<file path="src/rtl/pfs_pkg.sv">
// Constants, types and timing for the paper feed stepper sequencer.
// Assumes one 250 MHz clock and a four-wire bipolar driver.
// Operation
// - Keep the step rate below 3520 steps per second while feeding. The code's shortest period of 284 us allows up to 3521 steps per second.
// - Remove all coil current whenever no feed is in progress.
// - On stopping, hold the last step pattern for 30 ms, then switch off.
// - After the stop hold, leave the windings off while stopped.
// - A feed request during the stop hold ends it and starts stepping at once.
// - Starting from off, apply the hold pattern for 30 ms before stepping.
// - Ramp every mode through the acceleration table to its constant rate.
// - The ramp starts at 2500 us then 1724 us, then the listed periods.
// - Cap the rate at 180, 120, 80, 220 and 80 mm/s by mode.
// - Auto-loading ramps the same table up to its set drive speed.
// - With a presenter fitted the auto-loading feed is 800 steps.
// - The drive rate may be lowered for supply, heat and dot load.
// - Forward feed cycles the four step winding patterns in order.
// - The ramp ends at step 100, 284 us, and never goes beyond it.
package pfs_pkg;
  localparam int CLK_MHZ = 250;
  localparam int HOLD_MS = 30;
  localparam int HOLD_CYC = HOLD_MS * 1000 * CLK_MHZ;
  localparam int HOLD_W = 23;
  localparam int PER_W = 20;
  localparam int TBL_W = 12;
  localparam int IDX_W = 7;
  localparam int CNT_W = 16;
  localparam int TBL_LEN = 100;
  localparam int MIN_PER_US = 284;
  localparam logic [IDX_W-1:0] TOP_LOW = 7'h09;
  localparam logic [IDX_W-1:0] TOP_MIDDLE = 7'h16;
  localparam logic [IDX_W-1:0] TOP_STANDARD = 7'h39;
  localparam logic [IDX_W-1:0] TOP_HIGH = 7'h63;
  localparam logic [CNT_W-1:0] PRESENTER_STEPS = 16'h0320;
  localparam logic [3:0] PAT [4] = '{4'h9, 4'ha, 4'h6, 4'h5};
  typedef enum logic [2:0] {
    PFS_STANDARD, PFS_MIDDLE, PFS_LOW, PFS_HIGH, PFS_TWO_COLOR
  } pfs_mode_t;
endpackage

</file>
<file path="src/rtl/pfs_tbl_if.sv">
// Carrier between the sequencer and its period table.
// Assumes the table answers one clock after the index is presented.
interface pfs_tbl_if;
  import pfs_pkg::*;
  logic [IDX_W-1:0] idx;
  logic [TBL_W-1:0] per_us;
  modport user (output idx, input per_us);
  modport table_side (input idx, output per_us);
endinterface

</file>
<file path="src/rtl/pfs_period_rom.sv">
// Acceleration period table, one entry per ramp step, in microseconds.
// Assumes index below the table length; read data are registered.
module pfs_period_rom
  import pfs_pkg::*;
(
  input wire logic clk,
  input wire logic rst_n,
  pfs_tbl_if.table_side tb
);
  localparam logic [TBL_W-1:0] ROM [TBL_LEN] = '{
    12'h9c4, 12'h6bc, 12'h57e, 12'h4c4, 12'h445, 12'h3e9, 12'h3a1, 12'h368,
    12'h338, 12'h30f, 12'h2ec, 12'h2cd, 12'h2b3, 12'h29b, 12'h285, 12'h271,
    12'h260, 12'h250, 12'h241, 12'h233, 12'h226, 12'h21b, 12'h20f, 12'h205,
    12'h1fb, 12'h1f2, 12'h1e9, 12'h1e1, 12'h1d9, 12'h1d2, 12'h1cb, 12'h1c5,
    12'h1be, 12'h1b9, 12'h1b3, 12'h1ad, 12'h1a8, 12'h1a3, 12'h19e, 12'h19a,
    12'h195, 12'h191, 12'h18d, 12'h189, 12'h185, 12'h181, 12'h17d, 12'h17a,
    12'h177, 12'h173, 12'h170, 12'h16d, 12'h16a, 12'h167, 12'h165, 12'h162,
    12'h15f, 12'h15d, 12'h15a, 12'h158, 12'h155, 12'h153, 12'h151, 12'h14f,
    12'h14c, 12'h14a, 12'h148, 12'h146, 12'h144, 12'h143, 12'h141, 12'h13f,
    12'h13d, 12'h13c, 12'h13a, 12'h139, 12'h137, 12'h136, 12'h134, 12'h133,
    12'h131, 12'h130, 12'h12f, 12'h12d, 12'h12c, 12'h12b, 12'h12a, 12'h128,
    12'h127, 12'h126, 12'h125, 12'h124, 12'h123, 12'h122, 12'h121, 12'h120,
    12'h11f, 12'h11e, 12'h11d, 12'h11c
  };
  logic [TBL_W-1:0] per_r;
  assign tb.per_us = per_r;
  always_ff @(posedge clk or negedge rst_n) begin
    if (!rst_n) begin
      per_r <= '0;
    end else begin
      per_r <= ROM[tb.idx];
    end
  end
endmodule

</file>
<file path="src/rtl/pfs_feed_seq.sv">
// Paper feed stepper sequencer: hold, ramp, constant rate, stop hold.
// Assumes a bipolar constant-current driver taking the four coil levels.
module pfs_feed_seq
  import pfs_pkg::*;
#(
  parameter int HOLD_CYCLES = pfs_pkg::HOLD_CYC,
  parameter int CYC_PER_US = pfs_pkg::CLK_MHZ,
  parameter logic [pfs_pkg::IDX_W-1:0] AUTOLOAD_TOP = 7'h09
)(
  input wire logic CLOCK,
  input wire logic NRST,
  input wire logic FEED_REQ,
  input wire logic [pfs_pkg::CNT_W-1:0] FEED_STEPS,
  input wire pfs_pkg::pfs_mode_t MODE,
  input wire logic AUTO_LOAD,
  input wire logic PRESENTER,
  input wire logic [pfs_pkg::IDX_W-1:0] RATE_LIMIT_STEP,
  output logic COIL_A,
  output logic COIL_A_BAR,
  output logic COIL_B,
  output logic COIL_B_BAR,
  output logic DRIVE_EN,
  output logic STEP_PULSE,
  output logic BUSY,
  output logic FEED_DONE
);
  import pfs_pkg::*;

  // Elaboration checks on what the counters can hold
  if (HOLD_CYCLES < 2 || HOLD_CYCLES >= (1 << HOLD_W)) begin
    $error("HOLD_CYCLES out of range");
  end
  if (CYC_PER_US < 1 || CYC_PER_US * 2500 >= (1 << PER_W)) begin
    $error("CYC_PER_US out of range");
  end
  if (AUTOLOAD_TOP >= TBL_LEN) begin
    $error("AUTOLOAD_TOP beyond table");
  end

  typedef enum logic [2:0] {
    ST_IDLE, ST_START_HOLD, ST_WAIT, ST_FETCH, ST_RUN, ST_STOP_HOLD
  } pfs_state_t;

  pfs_state_t state_r, state_nxt;
  logic [HOLD_W-1:0] hold_r, hold_nxt;
  logic [PER_W-1:0] per_r, per_nxt;
  logic [IDX_W-1:0] idx_r, idx_nxt;
  logic [CNT_W-1:0] left_r, left_nxt;
  logic [1:0] phase_r, phase_nxt;
  logic [3:0] coil_r, coil_nxt;
  logic done_r;

  pfs_tbl_if tbl ();
  pfs_period_rom u_rom (.clk(CLOCK), .rst_n(NRST), .tb(tbl.table_side));
  assign tbl.idx = idx_r;

  // Top ramp index: mode cap, optional lower limit from the user
  wire logic [IDX_W-1:0] mode_top =
    AUTO_LOAD ? AUTOLOAD_TOP :
    (MODE == PFS_MIDDLE) ? TOP_MIDDLE :
    (MODE == PFS_HIGH) ? TOP_HIGH :
    (MODE == PFS_STANDARD) ? TOP_STANDARD : TOP_LOW;
  wire logic [IDX_W-1:0] top_idx =
    (RATE_LIMIT_STEP < mode_top) ? RATE_LIMIT_STEP : mode_top;
  wire logic [CNT_W-1:0] req_steps =
    (AUTO_LOAD && PRESENTER) ? PRESENTER_STEPS : FEED_STEPS;
  wire logic req_ok = FEED_REQ && (req_steps != '0);
  wire logic [31:0] per_prod = 32'(tbl.per_us) * 32'(CYC_PER_US) - 32'd3;
  wire logic step_now = (state_r == ST_RUN) && (per_r == '0);
  wire logic hold_end = (hold_r == '0);

  always_comb begin
    state_nxt = state_r;
    hold_nxt = hold_r;
    per_nxt = per_r;
    idx_nxt = idx_r;
    left_nxt = left_r;
    phase_nxt = phase_r;
    case (state_r)
      ST_IDLE: begin
        if (req_ok) begin
          state_nxt = ST_START_HOLD;
          hold_nxt = HOLD_W'(HOLD_CYCLES - 1);
          left_nxt = req_steps;
          idx_nxt = '0;
        end
      end
      ST_START_HOLD: begin
        if (hold_end) begin
          state_nxt = ST_WAIT;
        end else begin
          hold_nxt = hold_r - 1'b1;
        end
      end
      ST_WAIT: begin
        state_nxt = ST_FETCH;
      end
      ST_FETCH: begin
        per_nxt = per_prod[PER_W-1:0];
        state_nxt = ST_RUN;
      end
      ST_RUN: begin
        if (step_now) begin
          phase_nxt = phase_r + 2'd1;
          left_nxt = left_r - 1'b1;
          idx_nxt = (idx_r < top_idx) ? idx_r + 1'b1 : idx_r;
          if (left_r == 16'h0001) begin
            state_nxt = ST_STOP_HOLD;
            hold_nxt = HOLD_W'(HOLD_CYCLES - 1);
          end else begin
            state_nxt = ST_WAIT;
          end
        end else begin
          per_nxt = per_r - 1'b1;
        end
      end
      ST_STOP_HOLD: begin
        if (req_ok) begin
          state_nxt = ST_WAIT;
          left_nxt = req_steps;
          idx_nxt = '0;
        end else if (hold_end) begin
          state_nxt = ST_IDLE;
        end else begin
          hold_nxt = hold_r - 1'b1;
        end
      end
      default: begin
        state_nxt = ST_IDLE;
      end
    endcase
  end

  // Coils dark whenever idle; detent torque keeps the paper
  assign coil_nxt = (state_nxt == ST_IDLE) ? 4'h0 : PAT[phase_nxt];

  always_ff @(posedge CLOCK or negedge NRST) begin
    if (!NRST) begin
      state_r <= ST_IDLE;
      hold_r <= '0;
      per_r <= '0;
      idx_r <= '0;
      left_r <= '0;
      phase_r <= '0;
      coil_r <= '0;
      done_r <= 1'b0;
    end else begin
      state_r <= state_nxt;
      hold_r <= hold_nxt;
      per_r <= per_nxt;
      idx_r <= idx_nxt;
      left_r <= left_nxt;
      phase_r <= phase_nxt;
      coil_r <= coil_nxt;
      done_r <= (state_r == ST_STOP_HOLD) && (state_nxt == ST_IDLE);
    end
  end

  assign {COIL_A, COIL_A_BAR, COIL_B, COIL_B_BAR} = coil_r;
  assign DRIVE_EN = (coil_r != 4'h0);
  assign STEP_PULSE = step_now;
  assign BUSY = (state_r != ST_IDLE);
  assign FEED_DONE = done_r;

  // Checking helpers
  localparam int MIN_GAP = MIN_PER_US * CYC_PER_US;
  logic [PER_W-1:0] gap_r;
  logic gap_ok_r;
  logic [HOLD_W-1:0] sh_r;
  always_ff @(posedge CLOCK or negedge NRST) begin
    if (!NRST) begin
      gap_r <= '0;
      gap_ok_r <= 1'b0;
      sh_r <= '0;
    end else begin
      // Saturate so a long stop hold cannot wrap the gap
      gap_r <= step_now ? '0 : (gap_r == '1) ? gap_r : gap_r + 1'b1;
      gap_ok_r <= step_now ? 1'b1 : (gap_ok_r && state_r != ST_IDLE);
      sh_r <= (state_r == ST_STOP_HOLD) ? sh_r + 1'b1 : '0;
    end
  end

  coils_off_a: assert property (@(posedge CLOCK) disable iff (!NRST)
    state_r == ST_IDLE |-> coil_r == 4'h0 && !DRIVE_EN)
    else $error("coils energised while idle");
  rate_cap_a: assert property (@(posedge CLOCK) disable iff (!NRST)
    step_now && gap_ok_r |-> 32'(gap_r) >= 32'(MIN_GAP) - 1)
    else $error("step rate above the limit");
  stop_len_a: assert property (@(posedge CLOCK) disable iff (!NRST)
    state_r == ST_STOP_HOLD ##1 state_r == ST_IDLE && !$past(req_ok)
    |-> 32'(sh_r) == 32'(HOLD_CYCLES))
    else $error("stop hold length wrong");
  hold_pat_a: assert property (@(posedge CLOCK) disable iff (!NRST)
    state_r == ST_STOP_HOLD && $past(state_r) == ST_STOP_HOLD
    |-> $stable(coil_r) && DRIVE_EN)
    else $error("stop hold pattern changed");
  restart_a: assert property (@(posedge CLOCK) disable iff (!NRST)
    state_r == ST_STOP_HOLD && req_ok |=> state_r == ST_WAIT ##2
    state_r == ST_RUN)
    else $error("restart did not skip the hold");
  start_a: assert property (@(posedge CLOCK) disable iff (!NRST)
    state_r == ST_IDLE && req_ok |=> state_r == ST_START_HOLD
    && DRIVE_EN && coil_r == PAT[phase_r])
    else $error("start hold missing");
  first_per_a: assert property (@(posedge CLOCK) disable iff (!NRST)
    state_r == ST_FETCH && idx_r == '0 |=>
    32'(per_r) == 2500 * CYC_PER_US - 3)
    else $error("first ramp period wrong");
  ramp_cap_a: assert property (@(posedge CLOCK) disable iff (!NRST)
    state_r == ST_RUN |-> idx_r < TBL_LEN && (idx_r <= top_idx ||
    $stable(idx_r)))
    else $error("ramp beyond its cap");
  phase_adv_a: assert property (@(posedge CLOCK) disable iff (!NRST)
    step_now |=> phase_r == $past(phase_r) + 2'd1)
    else $error("phase did not advance");
  last_step_a: assert property (@(posedge CLOCK) disable iff (!NRST)
    step_now && left_r == 16'h0001 |=> state_r == ST_STOP_HOLD && left_r == '0)
    else $error("no stop hold after last step");

  feed_done_c: cover property (@(posedge CLOCK) disable iff (!NRST)
    FEED_DONE);
  restart_c: cover property (@(posedge CLOCK) disable iff (!NRST)
    state_r == ST_STOP_HOLD && req_ok);
  presenter_c: cover property (@(posedge CLOCK) disable iff (!NRST)
    state_r == ST_IDLE && req_ok && AUTO_LOAD && PRESENTER);
  top_rate_c: cover property (@(posedge CLOCK) disable iff (!NRST)
    step_now && idx_r == TOP_HIGH);
endmodule

</file>
<file path="config.mk">
export PLATFORM = sky130hd
export DESIGN_NAME = pfs_feed_seq
export DESIGN_NICKNAME = d
export VERILOG_FILES = /design/src/rtl/pfs_pkg.sv /design/src/rtl/pfs_tbl_if.sv /design/src/rtl/pfs_period_rom.sv /design/src/rtl/pfs_feed_seq.sv
export SDC_FILE = /design/constraint.sdc
export NUM_CORES = 1
export LEC_CHECK = 0
export ABC_AREA = 1
export BUFFER_PORTS_ARGS = -buffer_cell sky130_fd_sc_hd__buf_2
export CAP_MARGIN = 5
export CORE_MARGIN = 2
export CORE_UTILIZATION = 41
export CTS_BUF_LIST = sky130_fd_sc_hd__clkbuf_4 sky130_fd_sc_hd__clkbuf_8 sky130_fd_sc_hd__clkbuf_16
export DETAILED_ROUTE_END_ITERATION = 10
export PLACE_DENSITY_LB_ADDON = 0.2
export SETUP_SLACK_MARGIN = 0.5
export SYNTH_ARGS = -nofsm -noshare
export SYNTH_HDL_FRONTEND = slang
export SYNTH_SLANG_ARGS = --single-unit
</file>
<file path="constraint.sdc">
create_clock -name CLOCK -period 3.9 [get_ports CLOCK]
set_input_delay 0.195 -clock CLOCK [delete_from_list [all_inputs] [get_ports CLOCK]]
set_output_delay 0.195 -clock CLOCK [all_outputs]
set_load 0.005 [all_outputs]
</file>
==> impl_metrics.toml, run 1 <==
[drt]
drt-vias-per-instance = 5.19
detail_route.first_pass.iterations = 5
wl_per_cell_um = 13.7
detail_route.wirelength_um = 24100
first_iter_violations = 583
vias = 9136
drc = 0
ant_nets = 0

[worst_setup_path]
cp_top_family = "adder cells"
crit-reg2reg-launch = "u_rom.tb.per_us[5]"
critical_path_cell_sequence = "inv_2 -> fa_1 -> fa_1 -> inv_1 -> fa_1 -> inv_1 -> fa_1 -> inv_2 -> ha_4 -> nand2_4 -> inv_2 -> a21oi_4 -> nor2_1 -> nor2_1 -> nand2_1 -> nand2_1 -> nand2_2 -> buf_4 -> buf_4 -> nand2_1 -> nand3_2 -> a21oi_2"
crit_type = "reg2reg"
worst_ep_arrival_time_ns = 4.42
cp_slowest_cell = "sky130_fd_sc_hd__fa_1"
maximum_net_fanout_on_the_critical_path = 4
slowest_cell_delay_on_critical_path_ns = 0.55
reg2reg_to = "per_r[18]"
crit_required_ns = 4.20
end_kind = "flop"
cp.buffers_inverters = 7
cp_startpoint_kind = "flop"
reg2reg_depth = 22
rrSetupSlack_ns = -0.22
cp_common_cell = "sky130_fd_sc_hd__fa_1"

[final_layout]
antenna_cells_inserted = 0
area_growth_syn_to_layout_pct = 20.7
fin_nets = 1622
drive_gt1_share_pct = 21.7
layout.core_utilization_pct = 50.3
postLayoutCellArea_um2 = 11400

[logic_synthesis]
synth-edff-count = 0
synth_largest_area_cell = "sky130_fd_sc_hd__dfrtp_1"
synthDistinctLibCells = 55
postSynth.asyncResetShare_pct = 100
yosys_register_bits = 88
yosys.area.top_type_share_pct = 23.4
synth.top_cells.by_count = "sky130_fd_sc_hd__nand2_1, sky130_fd_sc_hd__inv_1, sky130_fd_sc_hd__nor2_1"
syn_inst = 1358
synth_area_leaders = "sky130_fd_sc_hd__dfrtp_1, sky130_fd_sc_hd__nand2_1, sky130_fd_sc_hd__ha_1, sky130_fd_sc_hd__inv_1, sky130_fd_sc_hd__fa_1"
synth_flop_cell = "sky130_fd_sc_hd__dfrtp_1"
syn-cell-area_um2 = 9420
synth.yosys.warnings = 0
seq_area_frac_synth_pct = 23.4
syn-mean-instance-area_um2 = 6.93
synthMostInstantiatedCell = "sky130_fd_sc_hd__nand2_1"
synthesis.nets = 1508

[global_routing]
grt_use_total_pct = 20.9
globalRouteOverflowTotal = 0
first_pass_grt_wire_length_um = 41800
grt_antenna_before_repair = 0
grt_max_degree = 65
grt_pass1_vias = 8746

[min_path]
hold_path_stages = 3
hold_path_class = "in2reg"
holdCritStartpoint = "FEED_STEPS[14]"
hold-path-endpoint = "left_r[14]"

[timing]
hold_violations = 0
report.final.slew_viol_count = 0
fin_crit_ns = 4.12
fmax_mhz = 243
post-route-period-util_pct = 106
max_slew.worst_pin.slew_ns = 1.03
maxSlewHeadroom_pct = 30.9
rsz_0062_raised_after_global_routing = "true"
finalSetupViolCount = 12
setup_slack_ns = -0.220
skew_ns = 0.0198

[place]
detailedPlacementHpwl_um = 18500
numPortBuffers = 38
gp_congestion = 0.921
placement.cell_area_um2 = 10500

[clock_network]
tritoncts = "done"
cts_num_sinks = 88
cts_max_level = 3
clkTransAtPathRegs_ns = 0.08
cts_made_buffers = 9
cts_max_path_buffers = 2
clock_tree.root_cell = "sky130_fd_sc_hd__clkbuf_16"
insertion_delay_ns = 0.36

[floorplanning]
core.rowCount = 55
initial_utilization_pct = 41.7
die-area_um2 = 24200
design.portCount = 39
die_y_um = 156
core_area_um2 = 22600
floorplan.die.width_um = 156

[flow_run]
drv_cap = 0

[outcome]
failed_checks = "negative setup slack"
result_of_the_run = "complete, but fails checks"
## routing by layer
metal  track usage [%]  up-vias  wire length [µm]
li1                  -     4636                 -
met1              29.8     4222             11700
met2              33.8      244             10900
met3              2.56       34              1090
met4              5.46        0               397
met5                 0        -                 0
## layout by cell type, fill, tap and decap left out, types with 13 or more instances in the layout
| cell | n |
|---|---|
| sky130_fd_sc_hd__nand2_1 | 261 |
| sky130_fd_sc_hd__inv_1 | 179 |
| sky130_fd_sc_hd__nor2_1 | 159 |
| sky130_fd_sc_hd__dfrtp_1 | 87 |
| sky130_fd_sc_hd__buf_4 | 85 |
| sky130_fd_sc_hd__nand3_1 | 83 |
| sky130_fd_sc_hd__ha_1 | 72 |
| sky130_fd_sc_hd__o21ai_0 | 68 |
| sky130_fd_sc_hd__a21oi_1 | 51 |
| sky130_fd_sc_hd__fa_1 | 37 |
| sky130_fd_sc_hd__buf_2 | 37 |
| sky130_fd_sc_hd__nand2_2 | 34 |
| sky130_fd_sc_hd__xor2_1 | 33 |
| sky130_fd_sc_hd__inv_2 | 28 |
| sky130_fd_sc_hd__o21ai_2 | 23 |
| sky130_fd_sc_hd__nand4_1 | 19 |
| sky130_fd_sc_hd__nor3_1 | 17 |
| sky130_fd_sc_hd__nand3_2 | 13 |
## through the flow
step                      hold slack [ns]  cells  setup TNS [ns]  worst slack, ns
after CTS                           0.139   1755           -2.02           -0.238
final                               0.147   1762           -1.91           -0.220
after global placement              0.358   1725           -2.41           -0.366
after detailed placement            0.361   1725           -2.66           -0.370
after global routing                0.200   1762           -4.75           -0.471
after floorplan                    -0.101   1358          -0.385          -0.0959
## kinds of logic after synthesis
| kind of cell | count (synthesis) | synth area share, % |
|---|---|---|
| DFF | 88 | 23.4 |
| AOI/OAI and AO/OA | 210 | 13.4 |
| adders and majority gates | 119 | 18.8 |
| and+or+nand+nor | 660 | 30.5 |
| buffers and inverters | 241 | 10.1 |
| xor gates and xnor gates | 40 | 3.72 |
## area by class of cell
class / count / area [µm²]
fill: 2262 / 11200
multi-input combinational: 1029 / 6760
sequential: 88 / 2200
timing repair buffer: 134 / 957
inverter: 210 / 791
tap: 285 / 357
clock buffer: 9 / 225
clock inverter: 7 / 72.6
## registers in the layout (all words and copies together), names as in the netlist
name             count
hold_r              23
per_r               20
left_r              16
u_rom.tb.per_us     12
idx_r                7
coil_r               4
state_r              3
phase_r              2
FEED_DONE            1
## worst register-to-register path, stage by stage (launching register included)
cell	delay [ns]
sky130_fd_sc_hd__dfrtp_1	0.38
sky130_fd_sc_hd__inv_2	0.11
sky130_fd_sc_hd__fa_1	0.45
sky130_fd_sc_hd__fa_1	0.55
sky130_fd_sc_hd__inv_1	0.05
sky130_fd_sc_hd__fa_1	0.48
sky130_fd_sc_hd__inv_1	0.05
sky130_fd_sc_hd__fa_1	0.49
sky130_fd_sc_hd__inv_2	0.05
sky130_fd_sc_hd__ha_4	0.26
sky130_fd_sc_hd__nand2_4	0.10
sky130_fd_sc_hd__inv_2	0.05
sky130_fd_sc_hd__a21oi_4	0.15
sky130_fd_sc_hd__nor2_1	0.06
sky130_fd_sc_hd__nor2_1	0.14
sky130_fd_sc_hd__nand2_1	0.07
sky130_fd_sc_hd__nand2_1	0.07
sky130_fd_sc_hd__nand2_2	0.06
sky130_fd_sc_hd__buf_4	0.13
sky130_fd_sc_hd__buf_4	0.12
sky130_fd_sc_hd__nand2_1	0.06
sky130_fd_sc_hd__nand3_2	0.07
sky130_fd_sc_hd__a21oi_2	0.14
## what timing repair did
| action | in CTS | in global routing |
|---|---|---|
| setup buffers | 13 | 7 |
| endpoints found under the hold margin | 57 | 0 |
| setup endpoints to repair | 14 | 14 |
| resized for setup | 62 | 48 |
| hold buffers | 1 | 0 |
| pin swaps | 31 | 31 |
## worst max path at each step
stage / from / endpoint / slack, ns / cells after the start
5_1_grt: u_rom.tb.per_us[1] / per_r[16] / -0.47 / 22
3_5_place_dp: u_rom.tb.per_us[5] / per_r[18] / -0.37 / 21
4_1_cts: u_rom.tb.per_us[6] / per_r[19] / -0.24 / 21
6_report: u_rom.tb.per_us[5] / per_r[18] / -0.22 / 22
2_1_floorplan: u_rom.tb.per_us[6] / per_r[16] / -0.1 / 24
3_3_place_gp: u_rom.tb.per_us[4] / per_r[15] / -0.37 / 21
Power of run 1 is left out: the tool's default activity adds up to more than one toggle a clock period on the data nets, which glitch-free logic cannot reach.
==> run 2: changes to the inputs <==
--- a/config.mk
+++ b/config.mk
@@ -13,6 +13,7 @@
 export CTS_BUF_LIST = sky130_fd_sc_hd__clkbuf_4 sky130_fd_sc_hd__clkbuf_8 sky130_fd_sc_hd__clkbuf_16
 export DETAILED_ROUTE_END_ITERATION = 10
 export PLACE_DENSITY_LB_ADDON = 0.2
+export RECOVER_POWER = 25
 export SETUP_SLACK_MARGIN = 0.5
 export SYNTH_ARGS = -nofsm -noshare
 export SYNTH_HDL_FRONTEND = slang
==> run 2 against run 1 <==
  * Fmax is essentially flat
  * Critical endpoint unchanged
  * Via count fell by 0.14%
  * Clock skew hardly changed
  * Sequential share of layout area barely moved
  * Wire length about the same
  * Global-route usage unchanged
  * Utilization barely moved
  * The flow finishes with violations (max-capacitance violations, max-slew violations, negative setup slack)
  * Critical path depth stayed put
  * Non-clock buffer count is the same
==> impl_metrics.toml, run 2 (synthesized netlist as in run 1, its figures left out) <==
[global_routing]
grt_pass1_vias = 8746
first_pass_grt_wire_length_um = 41800
grt_antenna_before_repair = 0
grt_use_total_pct = 20.9
globalRouteOverflowTotal = 0
grt_max_degree = 65

[min_path]
holdCritStartpoint = "FEED_STEPS[14]"
hold_path_stages = 3
hold_path_class = "in2reg"
hold-path-endpoint = "left_r[14]"

[clock_network]
cts_made_buffers = 9
cts_num_sinks = 88
insertion_delay_ns = 0.36
tritoncts = "done"
cts_max_path_buffers = 2
clock_tree.root_cell = "sky130_fd_sc_hd__clkbuf_16"
cts_max_level = 3
clkTransAtPathRegs_ns = 0.08

[worst_setup_path]
crit_required_ns = 4.20
slowest_cell_delay_on_critical_path_ns = 0.55
reg2reg_depth = 22
cp_top_family = "adder cells"
maximum_net_fanout_on_the_critical_path = 4
reg2reg_to = "per_r[18]"
worst_ep_arrival_time_ns = 4.42
cp_common_cell = "sky130_fd_sc_hd__fa_1"
crit-reg2reg-launch = "u_rom.tb.per_us[5]"
critical_path_cell_sequence = "inv_2 -> fa_1 -> fa_1 -> inv_1 -> fa_1 -> inv_1 -> fa_1 -> inv_2 -> ha_4 -> nand2_4 -> inv_2 -> a21oi_4 -> nor2_1 -> nor2_1 -> nand2_1 -> nand2_1 -> nand2_2 -> buf_4 -> buf_4 -> nand2_1 -> nand3_2 -> a21oi_2"
cp_startpoint_kind = "flop"
end_kind = "flop"
crit_type = "reg2reg"
cp.buffers_inverters = 7
cp_slowest_cell = "sky130_fd_sc_hd__fa_1"
rrSetupSlack_ns = -0.22

[final_layout]
antenna_cells_inserted = 0
mostFrequentLayoutCell = "sky130_fd_sc_hd__nand2_1"
area_growth_syn_to_layout_pct = 20.6
commonest_cells_after_routing_fill_and_taps_aside = "sky130_fd_sc_hd__nand2_1, sky130_fd_sc_hd__inv_1, sky130_fd_sc_hd__nor2_1, sky130_fd_sc_hd__dfrtp_1, sky130_fd_sc_hd__buf_4"
fin_nets = 1622
drive_gt1_share_pct = 21.6
largest_register_by_flop_count = "hold_r"
n_fill_cell = 2265
largest_register_ffs = 23
reg.largest.list = "hold_r: 23 flops, per_r: 20 flops, left_r: 16 flops"
layout.cells.non_filler = 1762

[place]
cell_count_post_placement = 1725
numPortBuffers = 38
dp_worst_setup_slack_ns = -0.370
gp_congestion = 0.921
detailedPlacementHpwl_um = 18500

[drt]
detail_route.first_pass.iterations = 6
wl_per_cell_um = 13.7
drt-vias-per-instance = 5.18
ant_nets = 0
vias = 9123
first_iter_violations = 583
drc = 0
detail_route.wirelength_um = 24100

[flow_run]
drv_cap = 1

[floorplanning]
die_y_um = 156
initial_utilization_pct = 41.7
core.rowCount = 55
design.portCount = 39
floorplan.die.width_um = 156
die-area_um2 = 24200
core_area_um2 = 22600

[timing]
setup_slack_ns = -0.220
max_slew.worst_pin.slew_ns = 1.67
maxSlewHeadroom_pct = -11.3
post-route-period-util_pct = 106
fmax_mhz = 243
finalSetupViolCount = 12
skew_ns = 0.0198
fin_crit_ns = 4.12
report.final.slew_viol_count = 65
hold_violations = 0
rsz_0062_raised_after_global_routing = "true"

[outcome]
result_of_the_run = "complete, but fails checks"
failed_checks = "max-capacitance violations, max-slew violations, negative setup slack"
-- run 2: cell count changes in the layout (fill, tap and decap cells not counted) --
cell,delta
sky130_fd_sc_hd__buf_2,-2
sky130_fd_sc_hd__buf_4,-1
sky130_fd_sc_hd__clkbuf_1,+2
sky130_fd_sc_hd__clkbuf_2,+1
-- run 2: repair_timing --
item                                    in CTS  in global routing
hold buffers                                 1                  0
pin swaps                                   31                 31
setup buffers                               13                  7
hold endpoints to repair                    57                  0
endpoints found under the setup margin      14                 14
gates resized for setup                     62                 48
-- run 2: area by class of cell --
type / instances / area (µm²) / area share [%]
well taps: 285 / 357 / 3.14
clock buffers: 9 / 225 / 1.98
multi-input cells: 1029 / 6760 / 59.5
flip-flops and latches: 88 / 2200 / 19.4
inverters: 210 / 791 / 6.96
repair buffers: 134 / 952 / 8.38
clock inverters: 7 / 72.6 / 0.639
-- run 2: worst max-delay path by stage --
| stage | slack [ns] | start | depth (start not counted) | to |
|---|---|---|---|---|
| 3_5_place_dp | -0.37 | u_rom.tb.per_us[5] | 21 | per_r[18] |
| 4_1_cts | -0.24 | u_rom.tb.per_us[6] | 21 | per_r[19] |
| 3_3_place_gp | -0.37 | u_rom.tb.per_us[4] | 21 | per_r[15] |
| 2_1_floorplan | -0.1 | u_rom.tb.per_us[6] | 24 | per_r[16] |
| 6_report | -0.22 | u_rom.tb.per_us[5] | 22 | per_r[18] |
| 5_1_grt | -0.47 | u_rom.tb.per_us[1] | 22 | per_r[16] |
-- run 2: worst register-to-register path, cell delays in order (launching register included) --
cell	delay, ns
sky130_fd_sc_hd__dfrtp_1	0.38
sky130_fd_sc_hd__inv_2	0.11
sky130_fd_sc_hd__fa_1	0.45
sky130_fd_sc_hd__fa_1	0.55
sky130_fd_sc_hd__inv_1	0.05
sky130_fd_sc_hd__fa_1	0.48
sky130_fd_sc_hd__inv_1	0.05
sky130_fd_sc_hd__fa_1	0.49
sky130_fd_sc_hd__inv_2	0.05
sky130_fd_sc_hd__ha_4	0.26
sky130_fd_sc_hd__nand2_4	0.10
sky130_fd_sc_hd__inv_2	0.05
sky130_fd_sc_hd__a21oi_4	0.15
sky130_fd_sc_hd__nor2_1	0.06
sky130_fd_sc_hd__nor2_1	0.14
sky130_fd_sc_hd__nand2_1	0.07
sky130_fd_sc_hd__nand2_1	0.07
sky130_fd_sc_hd__nand2_2	0.06
sky130_fd_sc_hd__buf_4	0.13
sky130_fd_sc_hd__buf_4	0.12
sky130_fd_sc_hd__nand2_1	0.06
sky130_fd_sc_hd__nand3_2	0.07
sky130_fd_sc_hd__a21oi_2	0.14
-- run 2: per-stage QoR --
step | util (%) | hold WS [ns] | TNS, ns | instance area, µm²
finish | 50.3 | 0.147 | -1.91 | 11400
global route | 50.3 | 0.200 | -4.75 | 11400
CTS | 49.4 | 0.139 | -2.02 | 11200
detailed placement | 46.6 | 0.361 | -2.66 | 10500
global placement | 46.6 | 0.358 | -2.41 | 10500
floorplan | - | -0.101 | -0.385 | 9570
-- run 2: per-layer routing --
layer	GRT usage (%)	share of wire [%]	wire length [µm]
met5	0	0	0
met4	5.46	1.6	392
met3	2.56	4.5	1090
met2	33.8	45	10900
met1	29.8	49	11700
Power of run 2 is left out for the same reason.
==> run 3: changes to the inputs <==
--- a/config.mk
+++ b/config.mk
@@ -8,7 +8,6 @@
 export ABC_AREA = 1
 export BUFFER_PORTS_ARGS = -buffer_cell sky130_fd_sc_hd__buf_2
 export CAP_MARGIN = 5
-export CORE_MARGIN = 2
 export CORE_UTILIZATION = 41
 export CTS_BUF_LIST = sky130_fd_sc_hd__clkbuf_4 sky130_fd_sc_hd__clkbuf_8 sky130_fd_sc_hd__clkbuf_16
 export DETAILED_ROUTE_END_ITERATION = 10
==> run 3 against run 2 <==
  * The flow still finishes with violations (max-capacitance violations, max-slew violations, negative setup slack)
  * First-iteration DRC count shrank 17%
  * Count of clock-buffer cells in the layout did not move
  * Sequential share of layout area is 0.16 points higher
  * Global-route usage hardly changed
  * Wire length decreased by 2.2%
  * Utilization fell by 0.44 points
  * Setup slack worse by 0.047 ns
  * Critical path depth rose by 2
  * Die area down 2.6%
  * Register-to-register slack lost 0.05 ns
  * Highest routed layer unchanged
==> impl_metrics.toml, run 3 (synthesized netlist as in run 1, its figures left out) <==
[worst_setup_path]
crit_required_ns = 4.14
critPathCapture = "per_r[16]"
maximum_net_fanout_on_the_critical_path = 4
critical_path_cell_sequence = "inv_4 -> fa_1 -> fa_1 -> inv_1 -> fa_1 -> inv_1 -> fa_1 -> inv_2 -> ha_4 -> buf_4 -> nand2_4 -> inv_2 -> nand2_2 -> nand2_2 -> inv_2 -> nand3_1 -> nand2_2 -> nand3_4 -> nor2_4 -> nand2_2 -> o21bai_1 -> nand3_1 -> nand2_1 -> o21ai_1"
crit_type = "reg2reg"
slowest_cell_delay_on_critical_path_ns = 0.49
cp.buffers_inverters = 7
timing.critical_path.from = "u_rom.tb.per_us[5]"
rrSetupSlack_ns = -0.27
cp_slowest_cell = "sky130_fd_sc_hd__fa_1"
worst_ep_arrival_time_ns = 4.41
end_kind = "flop"
crit-reg2reg-launch = "u_rom.tb.per_us[5]"
critical_path_cell_count = 24
reg2reg_to = "per_r[16]"
cp_startpoint_kind = "flop"
reg2reg_depth = 24
cp_top_family = "adder cells"

[timing]
max_slew.worst_pin.slew_ns = 1.60
hold_violations = 0
skew_ns = 0.0136
post-route-period-util_pct = 107
rsz_0062_raised_after_global_routing = "true"
report.final.slew_viol_count = 63
setup_slack_ns = -0.266
maxSlewHeadroom_pct = -6.56
fin_crit_ns = 4.17
fmax_mhz = 240
finalSetupViolCount = 10
fin_tns_setup_ns = -2.02

[global_routing]
grt_max_degree = 63
grt_pass1_vias = 8635
grt_antenna_before_repair = 0
globalRouteOverflowTotal = 0
first_pass_grt_wire_length_um = 40800
grt_use_total_pct = 20.9

[floorplanning]
core_area_um2 = 22600
die-area_um2 = 23600
core.rowCount = 55
initial_utilization_pct = 41.7
floorplan.die.width_um = 154
die_y_um = 154
design.portCount = 39

[outcome]
result_of_the_run = "complete, but fails checks"
failed_checks = "max-capacitance violations, max-slew violations, negative setup slack"

[drt]
vias = 8852
first_iter_violations = 486
wl_per_cell_um = 13.5
detail_route.wirelength_um = 23600
drc = 0
detail_route.first_pass.iterations = 5
drt-vias-per-instance = 5.06
ant_nets = 0

[clock_network]
clock_tree.root_cell = "sky130_fd_sc_hd__clkbuf_16"
cts_max_level = 3
cts_num_sinks = 88
cts_max_path_buffers = 2
cts_made_buffers = 9
tritoncts = "done"
clkTransAtPathRegs_ns = 0.07
insertion_delay_ns = 0.36

[final_layout]
antenna_cells_inserted = 0
fin_nets = 1611
area_growth_syn_to_layout_pct = 19.6
commonest_cells_after_routing_fill_and_taps_aside = "sky130_fd_sc_hd__nand2_1, sky130_fd_sc_hd__inv_1, sky130_fd_sc_hd__nor2_1, sky130_fd_sc_hd__dfrtp_1, sky130_fd_sc_hd__nand3_1"
layout.cells.non_filler = 1751
postLayoutCellArea_um2 = 11300
largest_register_ffs = 23
largest_register_by_flop_count = "hold_r"
drive_gt1_share_pct = 20.7
mostFrequentLayoutCell = "sky130_fd_sc_hd__nand2_1"
reg.largest.list = "hold_r: 23 flops, per_r: 20 flops, left_r: 16 flops"

[place]
detailedPlacementHpwl_um = 18200
gp_congestion = 0.929
dp_worst_setup_slack_ns = -0.305
numPortBuffers = 38
placement.cell_area_um2 = 10500
cell_count_post_placement = 1725

[min_path]
hold_path_class = "in2reg"

[flow_run]
drv_cap = 1
==> run 3: cell count changes in the layout (fill, tap and decap cells not counted), moves of 2 or more <==
cell / before / now
sky130_fd_sc_hd__buf_4: 84 / 74
sky130_fd_sc_hd__inv_6: 1 / 3
sky130_fd_sc_hd__nand3_1: 83 / 86
sky130_fd_sc_hd__nand3_2: 13 / 9
==> run 3: how the worst min path moves through the flow <==
stage                         startpoint         end  slack [ns]  depth (start not counted)
after floorplan                     NRST   FEED_DONE       -0.10                          0
after global placement              NRST   per_r[19]        0.34                          1
after detailed placement            NRST   per_r[19]        0.34                          1
after CTS                 FEED_STEPS[14]  left_r[14]        0.16                          3
after global routing       FEED_STEPS[4]   left_r[4]        0.19                          3
final                     FEED_STEPS[14]  left_r[14]        0.18                          3
==> run 3: worst register-to-register path, stage by stage, from the launching register on <==
cell and delay, ns:
sky130_fd_sc_hd__dfrtp_1 0.39, sky130_fd_sc_hd__inv_4 0.07, sky130_fd_sc_hd__fa_1 0.49, sky130_fd_sc_hd__fa_1 0.49
sky130_fd_sc_hd__inv_1 0.05, sky130_fd_sc_hd__fa_1 0.47, sky130_fd_sc_hd__inv_1 0.05, sky130_fd_sc_hd__fa_1 0.49
sky130_fd_sc_hd__inv_2 0.05, sky130_fd_sc_hd__ha_4 0.25, sky130_fd_sc_hd__buf_4 0.14, sky130_fd_sc_hd__nand2_4 0.08
sky130_fd_sc_hd__inv_2 0.04, sky130_fd_sc_hd__nand2_2 0.07, sky130_fd_sc_hd__nand2_2 0.07, sky130_fd_sc_hd__inv_2 0.06
sky130_fd_sc_hd__nand3_1 0.08, sky130_fd_sc_hd__nand2_2 0.10, sky130_fd_sc_hd__nand3_4 0.08, sky130_fd_sc_hd__nor2_4 0.11
sky130_fd_sc_hd__nand2_2 0.06, sky130_fd_sc_hd__o21bai_1 0.13, sky130_fd_sc_hd__nand3_1 0.11, sky130_fd_sc_hd__nand2_1 0.08
sky130_fd_sc_hd__o21ai_1 0.05
==> run 3: metrics by stage <==
step                hold WS [ns]  utilization [%]
finish                     0.180             49.9
global placement           0.339             46.6
floorplan                 -0.101                -
global route               0.191             49.9
CTS                        0.164             49.1
detailed placement         0.343             46.6
==> run 3: timing repair <==
item                                   in CTS  in global routing
hold buffers                                1                  0
setup buffers                               6                  3
endpoints found under the hold margin      61                  0
resized for setup                          63                 43
pin swaps                                  44                 27
setup endpoints to repair                  14                 14
==> run 3: metal layers <==
metal	part of all wire, %	vias to the layer above	track usage, %
met1	50	4044	30.0
met4	1.3	0	6.05
met5	0	-	0
li1	-	4611	-
met3	3.6	23	2.34
met2	45	174	33.2
==> run 3: cell type report <==
| type | instances | area [µm²] |
|---|---|---|
| clock buffers | 9 | 225 |
| clock inverters | 7 | 70.1 |
| fillers | 2222 | 11300 |
| inverters | 210 | 791 |
| multi-input cells | 1029 | 6750 |
| flip-flops and latches | 88 | 2200 |
| well taps | 285 | 357 |
| repair buffers | 123 | 866 |
Power of run 3 is left out for the same reason.
